**src/fsd_pkg.sv**
```systemverilog
// Constants and types shared by the fault status dump sequencer.
package fsd_pkg;
	// ************************************************************
	// Clock and timing
	// ************************************************************
	localparam int CLK_HZ = 25000000;
	localparam int RECOV_TIME_US = 1966080;
	localparam int RECOV_CYCLES = RECOV_TIME_US * (CLK_HZ / 1000000);
	localparam int TIMER_W = 26;
	localparam int TRANSFER_CYCLES = 6;

	// ************************************************************
	// Dump counter values
	// ************************************************************
	localparam logic [2:0] CNT_IDLE = 3'h3;
	localparam logic [2:0] CNT_DONE = 3'h2;
	localparam logic [2:0] CNT_STEP_XOR = 3'h4;
	localparam int LANES = 4;

	// ************************************************************
	// FIFO shape
	// ************************************************************
	localparam int FIFO_W = 8;
	localparam int FIFO_D = 16;
	localparam int LEVEL_W = 5;

	// ************************************************************
	// Register map, byte addresses
	// ************************************************************
	localparam logic [3:0] REG_CTRL = 4'h0;
	localparam logic [3:0] REG_STATUS = 4'h4;
	localparam logic [3:0] REG_DUMPS = 4'h8;
	localparam logic [3:0] REG_DATA = 4'hc;
	localparam int CTRL_LOG_EN = 0;
	localparam int CTRL_EXC_LOG = 1;
	localparam logic [1:0] CTRL_RESET = 2'h3;
	localparam int ST_REQ_N = 3;
	localparam int ST_IN_WIN = 4;
	localparam int ST_BELOW = 5;
	localparam int ST_CNT = 8;
	localparam int ST_LEVEL = 16;
	localparam int DATA_VALID = 8;

	// ************************************************************
	// Sequencer states
	// ************************************************************
	typedef enum logic [2:0] {
		FSD_WAIT_FAULT = 3'h0,
		FSD_REQ_DUMP = 3'h1,
		FSD_WAIT_RECOV = 3'h2,
		FSD_RETURN = 3'h3,
		FSD_SHUTDOWN = 3'h4
	} fsd_state_t;
endpackage

```
**src/fsd_top.sv**
```systemverilog
// Fault status dump sequencer with its FIFO and Wishbone register slave.
// What this block does
// - rail_in_window high only while rail lies between both thresholds.
// - rail_below_window high whenever rail is beneath the lower threshold.
// - Wait in fault-wait until rail out of window and logging enabled.
// - Leaving fault-wait drives status_dump_req_n low to start the transfer.
// - Then wait for rail back in window, logging off, or timer expiry.
// - Timer expiry returns directly; a logic condition passes one extra step.
// - Only fault-wait and recovery-wait accept the exception into shutdown.
// - A catastrophic exception also triggers a fault log dump.
// - Send 24 status bits: ten channels both comparators plus four rail bits.
// - Send bits serially on four lanes, one bit per lane each step.
// - A three-bit dump counter selects the bits on the lanes.
// - While status_dump_req_n is high the counter is held at 3.
// - The counter advances only while status_dump_req_n is low.
// - The counter steps once per clock through 4, 5, 6, 7, 0, 1.
// - At count 2 status_dump_req_n returns high, resetting the counter.
// - dump_start_strobe follows the counter's top bit.
// - Third lane carries rail_in_window at 000 and rail_below_window at 001.
// - A transfer occupies six clocks; the logger samples each of them.
//
// The register offsets and register access over Wishbone were decided locally.
`timescale 1ns/1ps

// ************************************************************
// Parameterised synchronous FIFO
// ************************************************************
module fsd_fifo #(
	parameter int W = 8,
	parameter int D = 16,
	parameter int AW = $clog2(D)
) (
	input wire logic clk_i,
	input wire logic rst_i,
	input wire logic in_valid_i,
	output logic in_ready_o,
	input wire logic [W-1:0] in_data_i,
	output logic out_valid_o,
	input wire logic out_ready_i,
	output logic [W-1:0] out_data_o,
	output logic [AW:0] level_o
);
	typedef struct packed {
		logic [D-1:0][W-1:0] mem;
		logic [AW-1:0] wr;
		logic [AW-1:0] rd;
		logic [AW:0] level;
	} fsd_fifo_reg_t;

	fsd_fifo_reg_t r;
	fsd_fifo_reg_t next_r;
	logic push;
	logic pop;

	// Full and empty come straight from the stored level.
	assign in_ready_o = (r.level != (AW+1)'(D));
	assign out_valid_o = (r.level != '0);
	assign out_data_o = r.mem[r.rd];
	assign level_o = r.level;
	assign push = in_valid_i & in_ready_o;
	assign pop = out_valid_o & out_ready_i;

	// Pointer and level update for a push, a pop or both.
	always_comb
	begin
		next_r = r;
		if (push)
		begin
			next_r.mem[r.wr] = in_data_i;
			next_r.wr = r.wr + 1'b1;
		end
		if (pop)
		begin
			next_r.rd = r.rd + 1'b1;
		end
		if (push && !pop)
		begin
			next_r.level = r.level + 1'b1;
		end
		else if (pop && !push)
		begin
			next_r.level = r.level - 1'b1;
		end
	end

	// State register.
	always_ff @(posedge clk_i)
	begin
		if (rst_i)
		begin
			r <= '0;
		end
		else
		begin
			r <= next_r;
		end
	end
endmodule

// ************************************************************
// Sequencer, dump counter, lane selector and register slave
// ************************************************************
module fsd_top #(
	parameter int RECOV_CYCLES = fsd_pkg::RECOV_CYCLES
) (
	input wire logic clk_i,
	input wire logic rst_i,
	input wire logic rail_above_upper_i,
	input wire logic rail_above_lower_i,
	input wire logic logging_enable_in_i,
	input wire logic exception_i,
	input wire logic [8:0] chan_a_i,
	input wire logic [8:0] chan_b_i,
	input wire logic hotswap_rail_high_i,
	input wire logic hotswap_rail_low_i,
	input wire logic input_rail_good_i,
	input wire logic input_rail_minimum_i,
	output logic rail_in_window_o,
	output logic rail_below_window_o,
	output logic status_dump_req_n_o,
	output logic [3:0] fault_lane_o,
	output logic dump_start_strobe_o,
	input wire logic wb_cyc_i,
	input wire logic wb_stb_i,
	input wire logic wb_we_i,
	input wire logic [3:0] wb_adr_i,
	input wire logic [3:0] wb_sel_i,
	input wire logic [31:0] wb_dat_i,
	output logic [31:0] wb_dat_o,
	output logic wb_ack_o
);
	typedef struct packed {
		fsd_pkg::fsd_state_t st;
		logic req_n;
		logic [2:0] cnt;
		logic [3:0] lanes;
		logic in_win;
		logic below;
		logic live;
		logic [fsd_pkg::TIMER_W-1:0] tmr;
		logic log_en;
		logic exc_log;
		logic [15:0] dumps;
		logic ack;
		logic [31:0] dat;
	} fsd_top_reg_t;

	fsd_top_reg_t r;
	fsd_top_reg_t next_r;
	logic [fsd_pkg::LANES-1:0][5:0] lane_bits;
	logic [2:0] step;
	logic fifo_in_valid;
	logic fifo_in_ready;
	logic [7:0] fifo_in_data;
	logic fifo_out_valid;
	logic fifo_out_ready;
	logic [7:0] fifo_out_data;
	logic [fsd_pkg::LEVEL_W-1:0] fifo_level;
	logic wb_req;
	logic room;
	logic log_gate;
	logic fault_now;
	logic win_now;
	logic below_now;

	// Window comparator decode; both flags are registered once.
	assign win_now = rail_above_lower_i & ~rail_above_upper_i;
	assign below_now = ~rail_above_lower_i;

	// Twenty-four status bits, six per lane in counter step order.
	// Channel nine's pair is the window decode held in r.in_win and r.below.
	always_comb
	begin
		lane_bits[0] = {chan_b_i[2], chan_a_i[2], chan_b_i[1],
			chan_a_i[1], chan_b_i[0], chan_a_i[0]};
		lane_bits[1] = {chan_b_i[5], chan_a_i[5], chan_b_i[4],
			chan_a_i[4], chan_b_i[3], chan_a_i[3]};
		lane_bits[2] = {r.below, r.in_win, chan_b_i[7],
			chan_a_i[7], chan_b_i[6], chan_a_i[6]};
		lane_bits[3] = {input_rail_minimum_i, input_rail_good_i,
			hotswap_rail_low_i, hotswap_rail_high_i,
			chan_b_i[8], chan_a_i[8]};
	end

	// Dumps start only with room for a whole transfer in the FIFO.
	assign room = fifo_in_ready &&
		(fifo_level <= fsd_pkg::LEVEL_W'(fsd_pkg::FIFO_D - fsd_pkg::TRANSFER_CYCLES));
	assign log_gate = logging_enable_in_i & r.log_en;
	assign fault_now = ~r.in_win & log_gate & r.live; // Flags hold no real sample right after reset.
	assign wb_req = wb_cyc_i & wb_stb_i & ~r.ack;
	assign fifo_out_ready = wb_req & ~wb_we_i & (wb_adr_i == fsd_pkg::REG_DATA);

	// Next state of sequencer, counter, lanes and register slave.
	always_comb
	begin
		next_r = r;
		step = 3'h0;
		fifo_in_valid = 1'b0;
		next_r.in_win = win_now;
		next_r.below = below_now;
		next_r.live = 1'b1;

		// Sequencer loop around the fault-wait state.
		unique case (r.st)
			fsd_pkg::FSD_WAIT_FAULT:
			begin
				next_r.tmr = '0;
				if (exception_i)
				begin
					next_r.st = fsd_pkg::FSD_SHUTDOWN;
					if (r.exc_log && room && r.req_n)
					begin
						next_r.req_n = 1'b0;
					end
				end
				else if (fault_now && room && r.req_n)
				begin
					next_r.st = fsd_pkg::FSD_REQ_DUMP;
					next_r.req_n = 1'b0;
				end
			end
			fsd_pkg::FSD_REQ_DUMP:
			begin
				next_r.st = fsd_pkg::FSD_WAIT_RECOV;
			end
			fsd_pkg::FSD_WAIT_RECOV:
			begin
				next_r.tmr = r.tmr + 1'b1;
				if (exception_i)
				begin
					next_r.st = fsd_pkg::FSD_SHUTDOWN;
					if (r.exc_log && room && r.req_n)
					begin
						next_r.req_n = 1'b0;
					end
				end
				else if (r.tmr == fsd_pkg::TIMER_W'(RECOV_CYCLES - 1))
				begin
					next_r.st = fsd_pkg::FSD_WAIT_FAULT;
				end
				else if (r.in_win || !log_gate)
				begin
					next_r.st = fsd_pkg::FSD_RETURN;
				end
			end
			fsd_pkg::FSD_RETURN:
			begin
				next_r.st = fsd_pkg::FSD_WAIT_FAULT;
			end
			fsd_pkg::FSD_SHUTDOWN:
			begin
				next_r.tmr = '0;
				if (!exception_i)
				begin
					next_r.st = fsd_pkg::FSD_WAIT_FAULT;
				end
			end
			default:
			begin
				next_r.st = fsd_pkg::FSD_WAIT_FAULT;
			end
		endcase

		// Dump counter: held at 3 while idle, counting while requested.
		if (r.req_n)
		begin
			next_r.cnt = fsd_pkg::CNT_IDLE;
		end
		else
		begin
			next_r.cnt = r.cnt + 1'b1;
			if (next_r.cnt == fsd_pkg::CNT_DONE)
			begin
				next_r.req_n = 1'b1;
				next_r.cnt = fsd_pkg::CNT_IDLE;
			end
			else
			begin
				fifo_in_valid = 1'b1;
			end
		end
		if (!next_r.req_n && r.req_n)
		begin
			next_r.dumps = r.dumps + 1'b1;
		end

		// Lanes are registered from the count they will stand beside.
		step = next_r.cnt ^ fsd_pkg::CNT_STEP_XOR;
		for (int i = 0; i < fsd_pkg::LANES; i++)
		begin
			next_r.lanes[i] = 1'b0;
			if (step < 3'(fsd_pkg::TRANSFER_CYCLES) && next_r.cnt != fsd_pkg::CNT_IDLE)
			begin
				next_r.lanes[i] = lane_bits[i][step];
			end
		end

		// Wishbone slave: one wait state, every address acknowledged.
		next_r.ack = wb_req;
		next_r.dat = '0;
		if (wb_req && wb_we_i)
		begin
			if (wb_adr_i == fsd_pkg::REG_CTRL && wb_sel_i[0])
			begin
				next_r.log_en = wb_dat_i[fsd_pkg::CTRL_LOG_EN];
				next_r.exc_log = wb_dat_i[fsd_pkg::CTRL_EXC_LOG];
			end
			else if (wb_adr_i == fsd_pkg::REG_DUMPS)
			begin
				next_r.dumps = '0;
			end
		end
		else if (wb_req)
		begin
			unique case (wb_adr_i)
				fsd_pkg::REG_CTRL:
				begin
					next_r.dat[fsd_pkg::CTRL_LOG_EN] = r.log_en;
					next_r.dat[fsd_pkg::CTRL_EXC_LOG] = r.exc_log;
				end
				fsd_pkg::REG_STATUS:
				begin
					next_r.dat[2:0] = r.st;
					next_r.dat[fsd_pkg::ST_REQ_N] = r.req_n;
					next_r.dat[fsd_pkg::ST_IN_WIN] = r.in_win;
					next_r.dat[fsd_pkg::ST_BELOW] = r.below;
					next_r.dat[fsd_pkg::ST_CNT +: 3] = r.cnt;
					next_r.dat[fsd_pkg::ST_LEVEL +: fsd_pkg::LEVEL_W] = fifo_level;
				end
				fsd_pkg::REG_DUMPS:
				begin
					next_r.dat[15:0] = r.dumps;
				end
				fsd_pkg::REG_DATA:
				begin
					next_r.dat[7:0] = fifo_out_data;
					next_r.dat[fsd_pkg::DATA_VALID] = fifo_out_valid;
				end
				default:
				begin
					next_r.dat = '0;
				end
			endcase
		end
	end

	// Each pushed word is the count and lanes of one transfer step.
	assign fifo_in_data = {1'b0, next_r.cnt, next_r.lanes};

	// State register.
	always_ff @(posedge clk_i)
	begin
		if (rst_i)
		begin
			r <= '0;
			r.st <= fsd_pkg::FSD_WAIT_FAULT;
			r.req_n <= 1'b1;
			r.cnt <= fsd_pkg::CNT_IDLE;
			r.log_en <= fsd_pkg::CTRL_RESET[fsd_pkg::CTRL_LOG_EN];
			r.exc_log <= fsd_pkg::CTRL_RESET[fsd_pkg::CTRL_EXC_LOG];
		end
		else
		begin
			r <= next_r;
		end
	end

	// Dump FIFO between the lanes and the register port.
	fsd_fifo #(
		.W(fsd_pkg::FIFO_W),
		.D(fsd_pkg::FIFO_D)
	) u_fifo (
		.clk_i(clk_i),
		.rst_i(rst_i),
		.in_valid_i(fifo_in_valid),
		.in_ready_o(fifo_in_ready),
		.in_data_i(fifo_in_data),
		.out_valid_o(fifo_out_valid),
		.out_ready_i(fifo_out_ready),
		.out_data_o(fifo_out_data),
		.level_o(fifo_level)
	);

	// Outputs straight from flip-flops.
	assign rail_in_window_o = r.in_win;
	assign rail_below_window_o = r.below;
	assign status_dump_req_n_o = r.req_n;
	assign fault_lane_o = r.lanes;
	assign dump_start_strobe_o = r.cnt[2];
	assign wb_dat_o = r.dat;
	assign wb_ack_o = r.ack;
endmodule

```
**config.mk**
```make
export PLATFORM = sky130hd
export DESIGN_NAME = fsd_top
export DESIGN_NICKNAME = d
export VERILOG_FILES = /design/src/fsd_pkg.sv /design/src/fsd_top.sv
export SDC_FILE = /design/constraint.sdc
export NUM_CORES = 1
export LEC_CHECK = 0
export ABC_AREA = 1
export BUFFER_PORTS_ARGS = -buffer_cell sky130_fd_sc_hd__buf_4
export CORE_UTILIZATION = 25
export CTS_BUF_LIST = sky130_fd_sc_hd__clkbuf_4 sky130_fd_sc_hd__clkbuf_8 sky130_fd_sc_hd__clkbuf_16
export DETAILED_ROUTE_END_ITERATION = 6
export REMOVE_ABC_BUFFERS = 1
export SLEW_MARGIN = 20
export SYNTH_ARGS = -nofsm -noshare
export SYNTH_HDL_FRONTEND = slang
export SYNTH_SLANG_ARGS = --single-unit
```
**constraint.sdc**
```tcl
create_clock -name clk_i -period 8.7 [get_ports clk_i]
set_input_delay 2.175 -clock clk_i [delete_from_list [all_inputs] [get_ports clk_i]]
set_output_delay 2.175 -clock clk_i [all_outputs]
set_load 0.02 [all_outputs]
```
==> impl_metrics.yaml, run 1 <==
status:
  status: "completed"
die:
  die_h_um: 210
  start_util_pct: 25.5
  coreArea_um2: 42200
  rows: 75
  ios: 112
  die_area_um2: 44000
  die_w_um: 210
worst_setup_path:
  slowest_stage: "nor2_1"
  cp_cell_sequence: "buf_4 -> nor2_2 -> nand2_1 -> nor2_4 -> nand2_1 -> nor2_1 -> inv_1 -> ha_1 -> inv_1 -> ha_1 -> a21o_1 -> a21oi_1 -> nor2_1 -> nor2_1 -> nand2_1 -> nand2_1 -> nand2_1 -> nor2_1"
  crit_top_cell: "nand2_1"
  crit_family: "simple AND/OR/NAND/NOR gates"
  crit_required_ns: 9.18
  max_stage_delay_ns: 0.32
  worstSetupPathType: "primary input to register"
  crit_fanout: 8
  cp.arrival_ns: 4.93
  critPathLaunchType: "primary input"
  path_buf_inv: 3
  reg2reg_slack_ns: 5.66
  cp-end-kind: "register"
global_routing:
  grt_pass1_wl_mm: 50.0
  globalRouteOverflowTotal: 0
  grt_max_degree: 83
  grt_pass1_vias: 9609
  track_usage_pct: 14.0
  antenna_found_initial: 0
sta:
  fin_crit_ns: 4.46
  tightest_slew_ns: 1.12
  setup_viol: 0
  fmax_ghz: 0.224
  drv_slew: 0
  period_share_pct: 51.2
  final.setup.tns_ns: 0
  slew_headroom_pct: 25.1
  hold_viol: 0
  rsz0062_at_grt: "false"
  fin_worst_skew_ns: 0.0267
  setup_ws_ns: 4.24
final_layout:
  layout.cells.non_filler: 2195
  antenna_cells: 0
  final_nets: 1726
  design_area_um2: 12300
  area_delta_synth_final_pct: 13.8
  drive_gt1_share_pct: 10.2
logic_synthesis:
  yosys-top-cells-area: "dfxtp_1, nand2_1, inv_1, nor2_1, a21oi_1"
  synth_cell_types: 43
  ys_ff_latch: 205
  syn_area_per_cell_um2: 6.63
  synth.top_cell.area_share_pct: 38.1
  async_flop_share_pct: 0
  syn_inst: 1626
  ys_seq_area_share_pct: 38.1
  synth-edff-count: 0
  yosysMostFrequentCell: "nand2_1"
  yosys_warnings: 0
  ys.flop_type: "dfxtp_1"
  synth_top_area_cell: "dfxtp_1"
  syn-cell-area_um2: 10800
  synth_commonest_cells: "nand2_1, inv_1, dfxtp_1"
cts:
  htree_levels: 1
  cts_buffers: 25
  postCtsSetupRepairBufs: 0
  cts_root_buf: "clkbuf_16"
  cts_tree: "done"
  hold_buffers: 0
  cts.sinks: 205
  ctsLongestPathBuffers: 3
  post_cts_resized: 0
  clk_pin_slew_ns: 0.06
  clock_latency_ns: 0.54
routing:
  drc: 0
  drt_iter0_markers: 926
  num_vias: 10200
  antenna_left: 0
  detail_route.first_pass.iterations: 5
  detail_route.wl_per_cell_um: 14.2
  wirelength_mm: 31.1
  vias_per_cell: 4.64
pwr:
  powerDensity_nw_per_um2: 185
  irDropWorstVdd_v: 0.000128
  leakage_uw: 0.00499
placement:
  portBuffers: 67
  dp_hpwl_mm: 20.5
  dp.cells: 2153
  dpl_worst_slack_ns: 3.76
  gp_congestion: 0.870
  dpl_cell_area_um2: 11500
run:
  maxCapViolations: 0
min_path:
  hp-class: "register to register"
-- where the power goes --
part | internal (µW) | total (µW) | switching, µW
Sequential | 963 | 981 | 17.8
Clock | 582 | 995 | 413
Combinational | 86.4 | 296 | 209
Total | 1630 | 2270 | 641
-- layer usage --
layer | share of wire [%] | track usage, % | up-vias
li1 | - | - | 5150
met1 | 46 | 18.5 | 4694
met2 | 45 | 23.0 | 291
met3 | 6.2 | 2.24 | 60
met4 | 3.1 | 5.03 | 0
met5 | 0 | 0 | -
-- kinds of logic after synthesis --
group,after synthesis,share of synthesized area [%]
other,1,0.0348
AO/OA/AOI/OAI,292,14.4
flip-flops,205,38.1
XOR/XNOR,15,1.29
adder cells (fa/ha/maj),14,1.69
AND/OR/NAND/NOR,752,30.5
buffers and inverters,347,14.1
-- registers in the layout, indices dropped and copies added, names as in the netlist --
register             flops
rail_in_window_o         1
fault_lane_o             4
u_fifo.r               120
r                       50
rail_below_window_o      1
wb_dat_o                21
u_fifo.level_o           5
wb_ack_o                 1
dump_start_strobe_o      1
status_dump_req_n_o      1
-- cell usage in the layout (no fill, tap or decap), types with 3 or more instances in the layout --
master | synthesis | routed
nand2_1 | 351 | 351
inv_1 | 222 | 221
dfxtp_1 | 205 | 204
nor2_1 | 202 | 201
a21oi_1 | 150 | 150
nand3_1 | 130 | 130
o21ai_0 | 104 | 104
buf_4 | 38 | 73
nand4_1 | 32 | 32
clkbuf_16 | 0 | 25
clkinv_2 | 15 | 19
o211ai_1 | 16 | 16
ha_1 | 13 | 13
xor2_1 | 11 | 11
conb_1 | 1 | 11
clkinv_1 | 8 | 8
nand3_4 | 7 | 7
inv_2 | 6 | 7
nor3_1 | 7 | 7
clkbuf_4 | 1 | 6
nor2_2 | 4 | 5
nor2_4 | 5 | 5
nand3_2 | 5 | 5
o22ai_1 | 5 | 5
nand2_2 | 4 | 4
a31oi_1 | 4 | 4
clkbuf_8 | 0 | 4
xnor2_1 | 3 | 3
o21bai_1 | 3 | 3
-- worst paths after layout --
path / from / endpoint / depth (start not counted)
min reg2reg: r[48] / wb_dat_o[15] / 2
max reg2reg: r[84] / u_fifo.level_o[4] / 16
max: wb_adr_i[1] / u_fifo.level_o[4] / 18
min: r[48] / wb_dat_o[15] / 2
-- tightest hold or removal path, cell delays in order (launching register included) --
cell and delay [ns]:
dfxtp_1 0.33, inv_1 0.06, nor2_1 0.05
-- final cells by class --
type	count	area, µm²
inverter	252	967
clock buffer	35	726
sequential	205	4110
clock inverter	7	56.3
multi-input combinational	1084	5200
timing repair buffer	73	548
tap	539	674
fill	4634	30000
-- metrics by stage --
step	power, µW	hold WS (ns)	util, %
after CTS	2300	0.481	29.1
after global routing	2370	0.502	29.1
after detailed placement	1300	0.467	27.2
after floorplan	1190	0.433	-
final	2270	0.468	29.1
after global placement	1290	0.459	27.2
Note: power is estimated with default switching activity, not from simulation.
==> run 2: changes to the inputs <==
clock period = 3.9 ns   (was 8.7 ns; I/O delays follow)
==> impl_metrics.yaml, run 2 (same netlist as run 1, synthesis figures left out) <==
status:
  status: "completed"
routing:
  met3_length_mm: 1.96
  detail_route.first_pass.iterations: 6
  top_layer: "met5"
  drt_iter0_markers: 736
  num_vias: 10300
  drc: 0
  antenna_left: 0
  detail_route.wl_per_cell_um: 14.2
  wl_met2_mm: 14.0
  vias_per_cell: 4.67
  routedLengthMet1_mm: 14.4
  wirelength_mm: 31.3
sta:
  drv_slew: 0
  period_share_pct: 81.3
  slew_headroom_pct: 39.0
  fin_worst_skew_ns: 0.0229
  fin_hold_ws_ns: 0.466
  rsz0062_at_grt: "false"
  setup_ws_ns: 0.728
  setup_viol: 0
  fin_crit_ns: 3.17
  hold_viol: 0
  final.setup.tns_ns: 0
  fmax_ghz: 0.315
  tightest_slew_ns: 0.911
final_layout:
  seqCellArea_um2: 4110
  antenna_cells: 0
  layout.cells.non_filler: 2201
  largest_reg_flops: 120
  multi_input_area_um2: 5200
  area_delta_synth_final_pct: 14.9
  final_common_cell: "nand2_1"
  drive_gt1_share_pct: 10.5
  layout_common_cells: "nand2_1, inv_1, dfxtp_1"
  top_register: "u_fifo.r"
  fillerInstances: 4588
  final_nets: 1730
pwr:
  pwr-share-comb_pct: 12.7
  switching_power_uw: 1460
  power_frac_clock_pct: 45.8
  irDropWorstVdd_v: 0.000281
  p_sw_share_pct: 27.7
  seqPwrFrac_pct: 41.5
  powerDensity_nw_per_um2: 425
  leakage_uw: 0.00504
  p_int_uw: 3810
  finalPower_uw: 5270
run:
  maxCapViolations: 0
die:
  ios: 112
  die_area_um2: 44000
  start_util_pct: 25.5
  die_h_um: 210
  rows: 75
  die_w_um: 210
  coreArea_um2: 42200
placement:
  dp.cells: 2157
  gp_congestion: 0.858
  portBuffers: 67
  dp_hpwl_mm: 20.7
  dpl_worst_slack_ns: 0.187
global_routing:
  grt_pass1_vias: 9557
  track_usage_pct: 14.1
  grt_pass1_wl_mm: 50.2
  antenna_found_initial: 1
  globalRouteOverflowTotal: 0
  grt_max_degree: 83
cts:
  postCtsSetupRepairBufs: 0
  cts_root_buf: "clkbuf_16"
  post_cts_resized: 0
  cts.sinks: 205
  clk_pin_slew_ns: 0.06
  cts_buffers: 25
  cts_tree: "done"
  hold_buffers: 0
  htree_levels: 1
  ctsLongestPathBuffers: 3
  clock_latency_ns: 0.54
min_path:
  hp-class: "register to register"
worst_setup_path:
  crit_required_ns: 4.37
  worstSetupPathType: "primary input to register"
  critPathLaunchType: "primary input"
  crit_fanout: 8
  cp.arrival_ns: 3.64
  cp-end-kind: "register"
run 2: routing by layer:
layer | GRT usage, % | up-vias
li1 | - | 5169
met1 | 18.6 | 4727
met2 | 23.0 | 326
met3 | 2.53 | 52
met4 | 4.66 | 2
met5 | 0 | -
run 2: power by group through the flow:
| stage | Clock [µW] | Sequential [µW] | Combinational, µW |
|---|---|---|---|
| 2_1_floorplan | 0 | 2240 | 406 |
| 3_3_place_gp | 0 | 2230 | 653 |
| 3_5_place_dp | 0 | 2230 | 661 |
| 4_1_cts | 2470 | 2190 | 665 |
| 5_1_grt | 2550 | 2200 | 744 |
| 6_report | 2410 | 2190 | 667 |
run 2: layout make-up:
| class | instances | share of cell area (%) |
|---|---|---|
| multi-input cells | 1084 | 42.0 |
| flip-flops and latches | 205 | 33.1 |
| inverters | 252 | 7.81 |
| clock buffers | 34 | 6.00 |
| well taps | 539 | 5.45 |
| repair buffers | 77 | 4.67 |
| clock inverters | 10 | 0.950 |
run 2: path summary, 6_finish.rpt:
path | startpoint | to | slack (ns) | depth (start not counted)
hold / removal | r[48] | wb_dat_o[15] | 0.47 | 2
setup / recovery | wb_adr_i[1] | u_fifo.level_o[4] | 0.73 | 18
setup reg to reg | r[84] | u_fifo.level_o[4] | 0.90 | 16
hold reg to reg | r[48] | wb_dat_o[15] | 0.47 | 2
run 2: worst max-delay path: stages:
cell     delay (ns)
buf_4          0.11
nor2_2         0.19
nand2_1        0.15
nor2_4         0.21
nand2_1        0.10
nor2_1         0.28
inv_1          0.15
ha_1           0.25
inv_1          0.15
ha_1           0.28
a21o_1         0.18
a21oi_1        0.17
nor2_1         0.06
nor2_1         0.09
nand2_1        0.07
nand2_1        0.05
nand2_1        0.05
nor2_1         0.11
run 2: stage by stage:
| stage | util, % | cell area [µm²] |
|---|---|---|
| 6_report | 29.3 | 12400 |
| 5_1_grt | 29.3 | 12400 |
| 4_1_cts | 29.3 | 12400 |
| 3_5_place_dp | 27.3 | 11500 |
| 3_3_place_gp | 27.3 | 11500 |
| 2_1_floorplan | - | 10300 |
==> run 3: changes to the inputs <==
clock period = 2.6 ns   (was 3.9 ns; I/O delays follow)
==> impl_metrics.yaml, run 3 (same netlist as run 1, synthesis figures left out) <==
routing:
  detail_route.first_pass.iterations: 5
  detail_route.wl_per_cell_um: 14.2
  drc: 0
  antenna_left: 0
  drt_iter0_markers: 918
  num_vias: 10300
  wirelength_mm: 31.8
  vias_per_cell: 4.62
worst_setup_path:
  crit_required_ns: 3.03
  cp_cell_sequence: "ha_2 -> xnor2_2 -> nand2_4 -> nand3_4 -> inv_2 -> ha_1 -> inv_1 -> buf_4 -> fa_2 -> a21o_1 -> a21oi_2 -> nor2_1 -> nor2_1 -> nand2_1 -> nor2_1 -> nor2_1"
  crit_fanout: 4
  cp-end-kind: "register"
  reg2reg_slack_ns: 0.22
  slowest_stage: "dfxtp_1"
  worstSetupPathType: "register to register"
  max_stage_delay_ns: 0.34
  cp.arrival_ns: 2.82
  path_buf_inv: 3
  crit_top_cell: "nor2_1"
  worst-r2r-cell-count: 16
  r2r-end: "u_fifo.level_o[4]"
  worstReg2RegStart: "r[84]"
  crit_family: "adder cells"
  critPathLaunchType: "register"
sta:
  slew_headroom_pct: 40.6
  fin_hold_ws_ns: 0.283
  tightest_slew_ns: 0.888
  drv_slew: 0
  fin_crit_ns: 2.38
  setup_viol: 0
  fin_worst_skew_ns: 0.0275
  final.setup.tns_ns: 0
  rsz0062_at_grt: "false"
  fmax_ghz: 0.419
  period_share_pct: 91.7
  hold_viol: 0
die:
  ios: 112
  coreArea_um2: 42200
  die_area_um2: 44000
  die_h_um: 210
  die_w_um: 210
  start_util_pct: 25.5
  rows: 75
final_layout:
  top_register: "u_fifo.r"
  drive_gt1_share_pct: 12.9
  final_nets: 1767
  antenna_cells: 0
  final_common_cell: "nand2_1"
  area_delta_synth_final_pct: 18.5
  layout_common_cells: "nand2_1, inv_1, dfxtp_1"
  largest_reg_flops: 120
global_routing:
  grt_max_degree: 78
  grt_pass1_vias: 9656
  globalRouteOverflowTotal: 0
  track_usage_pct: 14.3
  antenna_found_initial: 1
  grt_pass1_wl_mm: 50.9
cts:
  cts.sinks: 205
  cts_buffers: 25
  clk_pin_slew_ns: 0.06
  htree_levels: 1
  ctsLongestPathBuffers: 3
  cts_tree: "done"
  clock_latency_ns: 0.54
  cts_root_buf: "clkbuf_16"
min_path:
  hold_path_end: "rail_in_window_o"
  hp-class: "primary input to register"
  min_from: "rail_above_upper_i"
  whs_path_depth: 2
pwr:
  leakage_uw: 0.00527
  powerDensity_nw_per_um2: 641
  irDropWorstVdd_v: 0.000477
placement:
  dp_hpwl_mm: 22.0
  portBuffers: 67
  gp_congestion: 0.878
status:
  status: "completed"
run:
  maxCapViolations: 0
==> run 3: cell types whose count changed in the layout (fill, tap and decap cells not counted), moves of 2 or more <==
cell	previous run	this run
buf_4	77	109
inv_6	4	1
buf_12	0	5
bufinv_16	2	4
clkbuf_4	1	4
clkinv_2	18	20
==> run 3: power breakdown <==
group | leakage, µW | total [µW] | switching (µW) | internal [µW]
combinational | 0.00315 | 1100 | 729 | 376
sequential | 0.00166 | 3290 | 62.3 | 3220
clock | 0.000457 | 3800 | 1400 | 2400
==> run 3: worst max path at each step <==
| stage | from | to | slack, ns | cells after the start |
|---|---|---|---|---|
| finish | r[84] | u_fifo.level_o[4] | 0.22 | 16 |
| CTS | u_fifo.level_o[1] | u_fifo.level_o[4] | 0.13 | 16 |
| global placement | wb_adr_i[1] | u_fifo.level_o[4] | -0.22 | 17 |
| detailed placement | wb_adr_i[1] | u_fifo.level_o[4] | -0.20 | 17 |
| floorplan | u_fifo.r[5] | wb_dat_o[4] | -0.83 | 7 |
| global route | r[84] | u_fifo.level_o[4] | 0.002 | 16 |
==> run 3: per-stage QoR <==
stage                     cells  power [µW]  setup WS, ns  util, %  cell area (µm²)
final                      2240        8190         0.215     30.3            12800
after global routing       2240        8510       0.00171     30.3            12800
after CTS                  2240        8260         0.127     30.2            12800
after floorplan            1541        3970        -0.833        -            10300
after detailed placement   2194        4440        -0.202     28.1            11900
after global placement     2194        4420        -0.225     28.1            11900
==> run 3: layout make-up <==
cell class	count	area [µm²]
fillers	4555	29400
well taps	539	674
repair buffers	114	918
inverters	252	967
clock inverters	10	154
flip-flops and latches	205	4110
clock buffers	36	752
multi-input cells	1084	5210
==> run 3: routing by layer <==
layer | GRT usage [%] | share of wire [%] | vias to the layer above
li1 | - | - | 5242
met3 | 1.98 | 5.7 | 52
met4 | 4.35 | 2.4 | 2
met2 | 23.5 | 45 | 312
met1 | 19.2 | 47 | 4736
met5 | 0 | 0.028 | -
==> run 3: timing repair <==
| item | 4_1_cts | 5_1_grt |
|---|---|---|
| endpoints found under the setup margin | 0 | 1 |
| gates resized for setup | 0 | 6 |
| hold buffers | 0 | 0 |
| setup buffers | 0 | 0 |
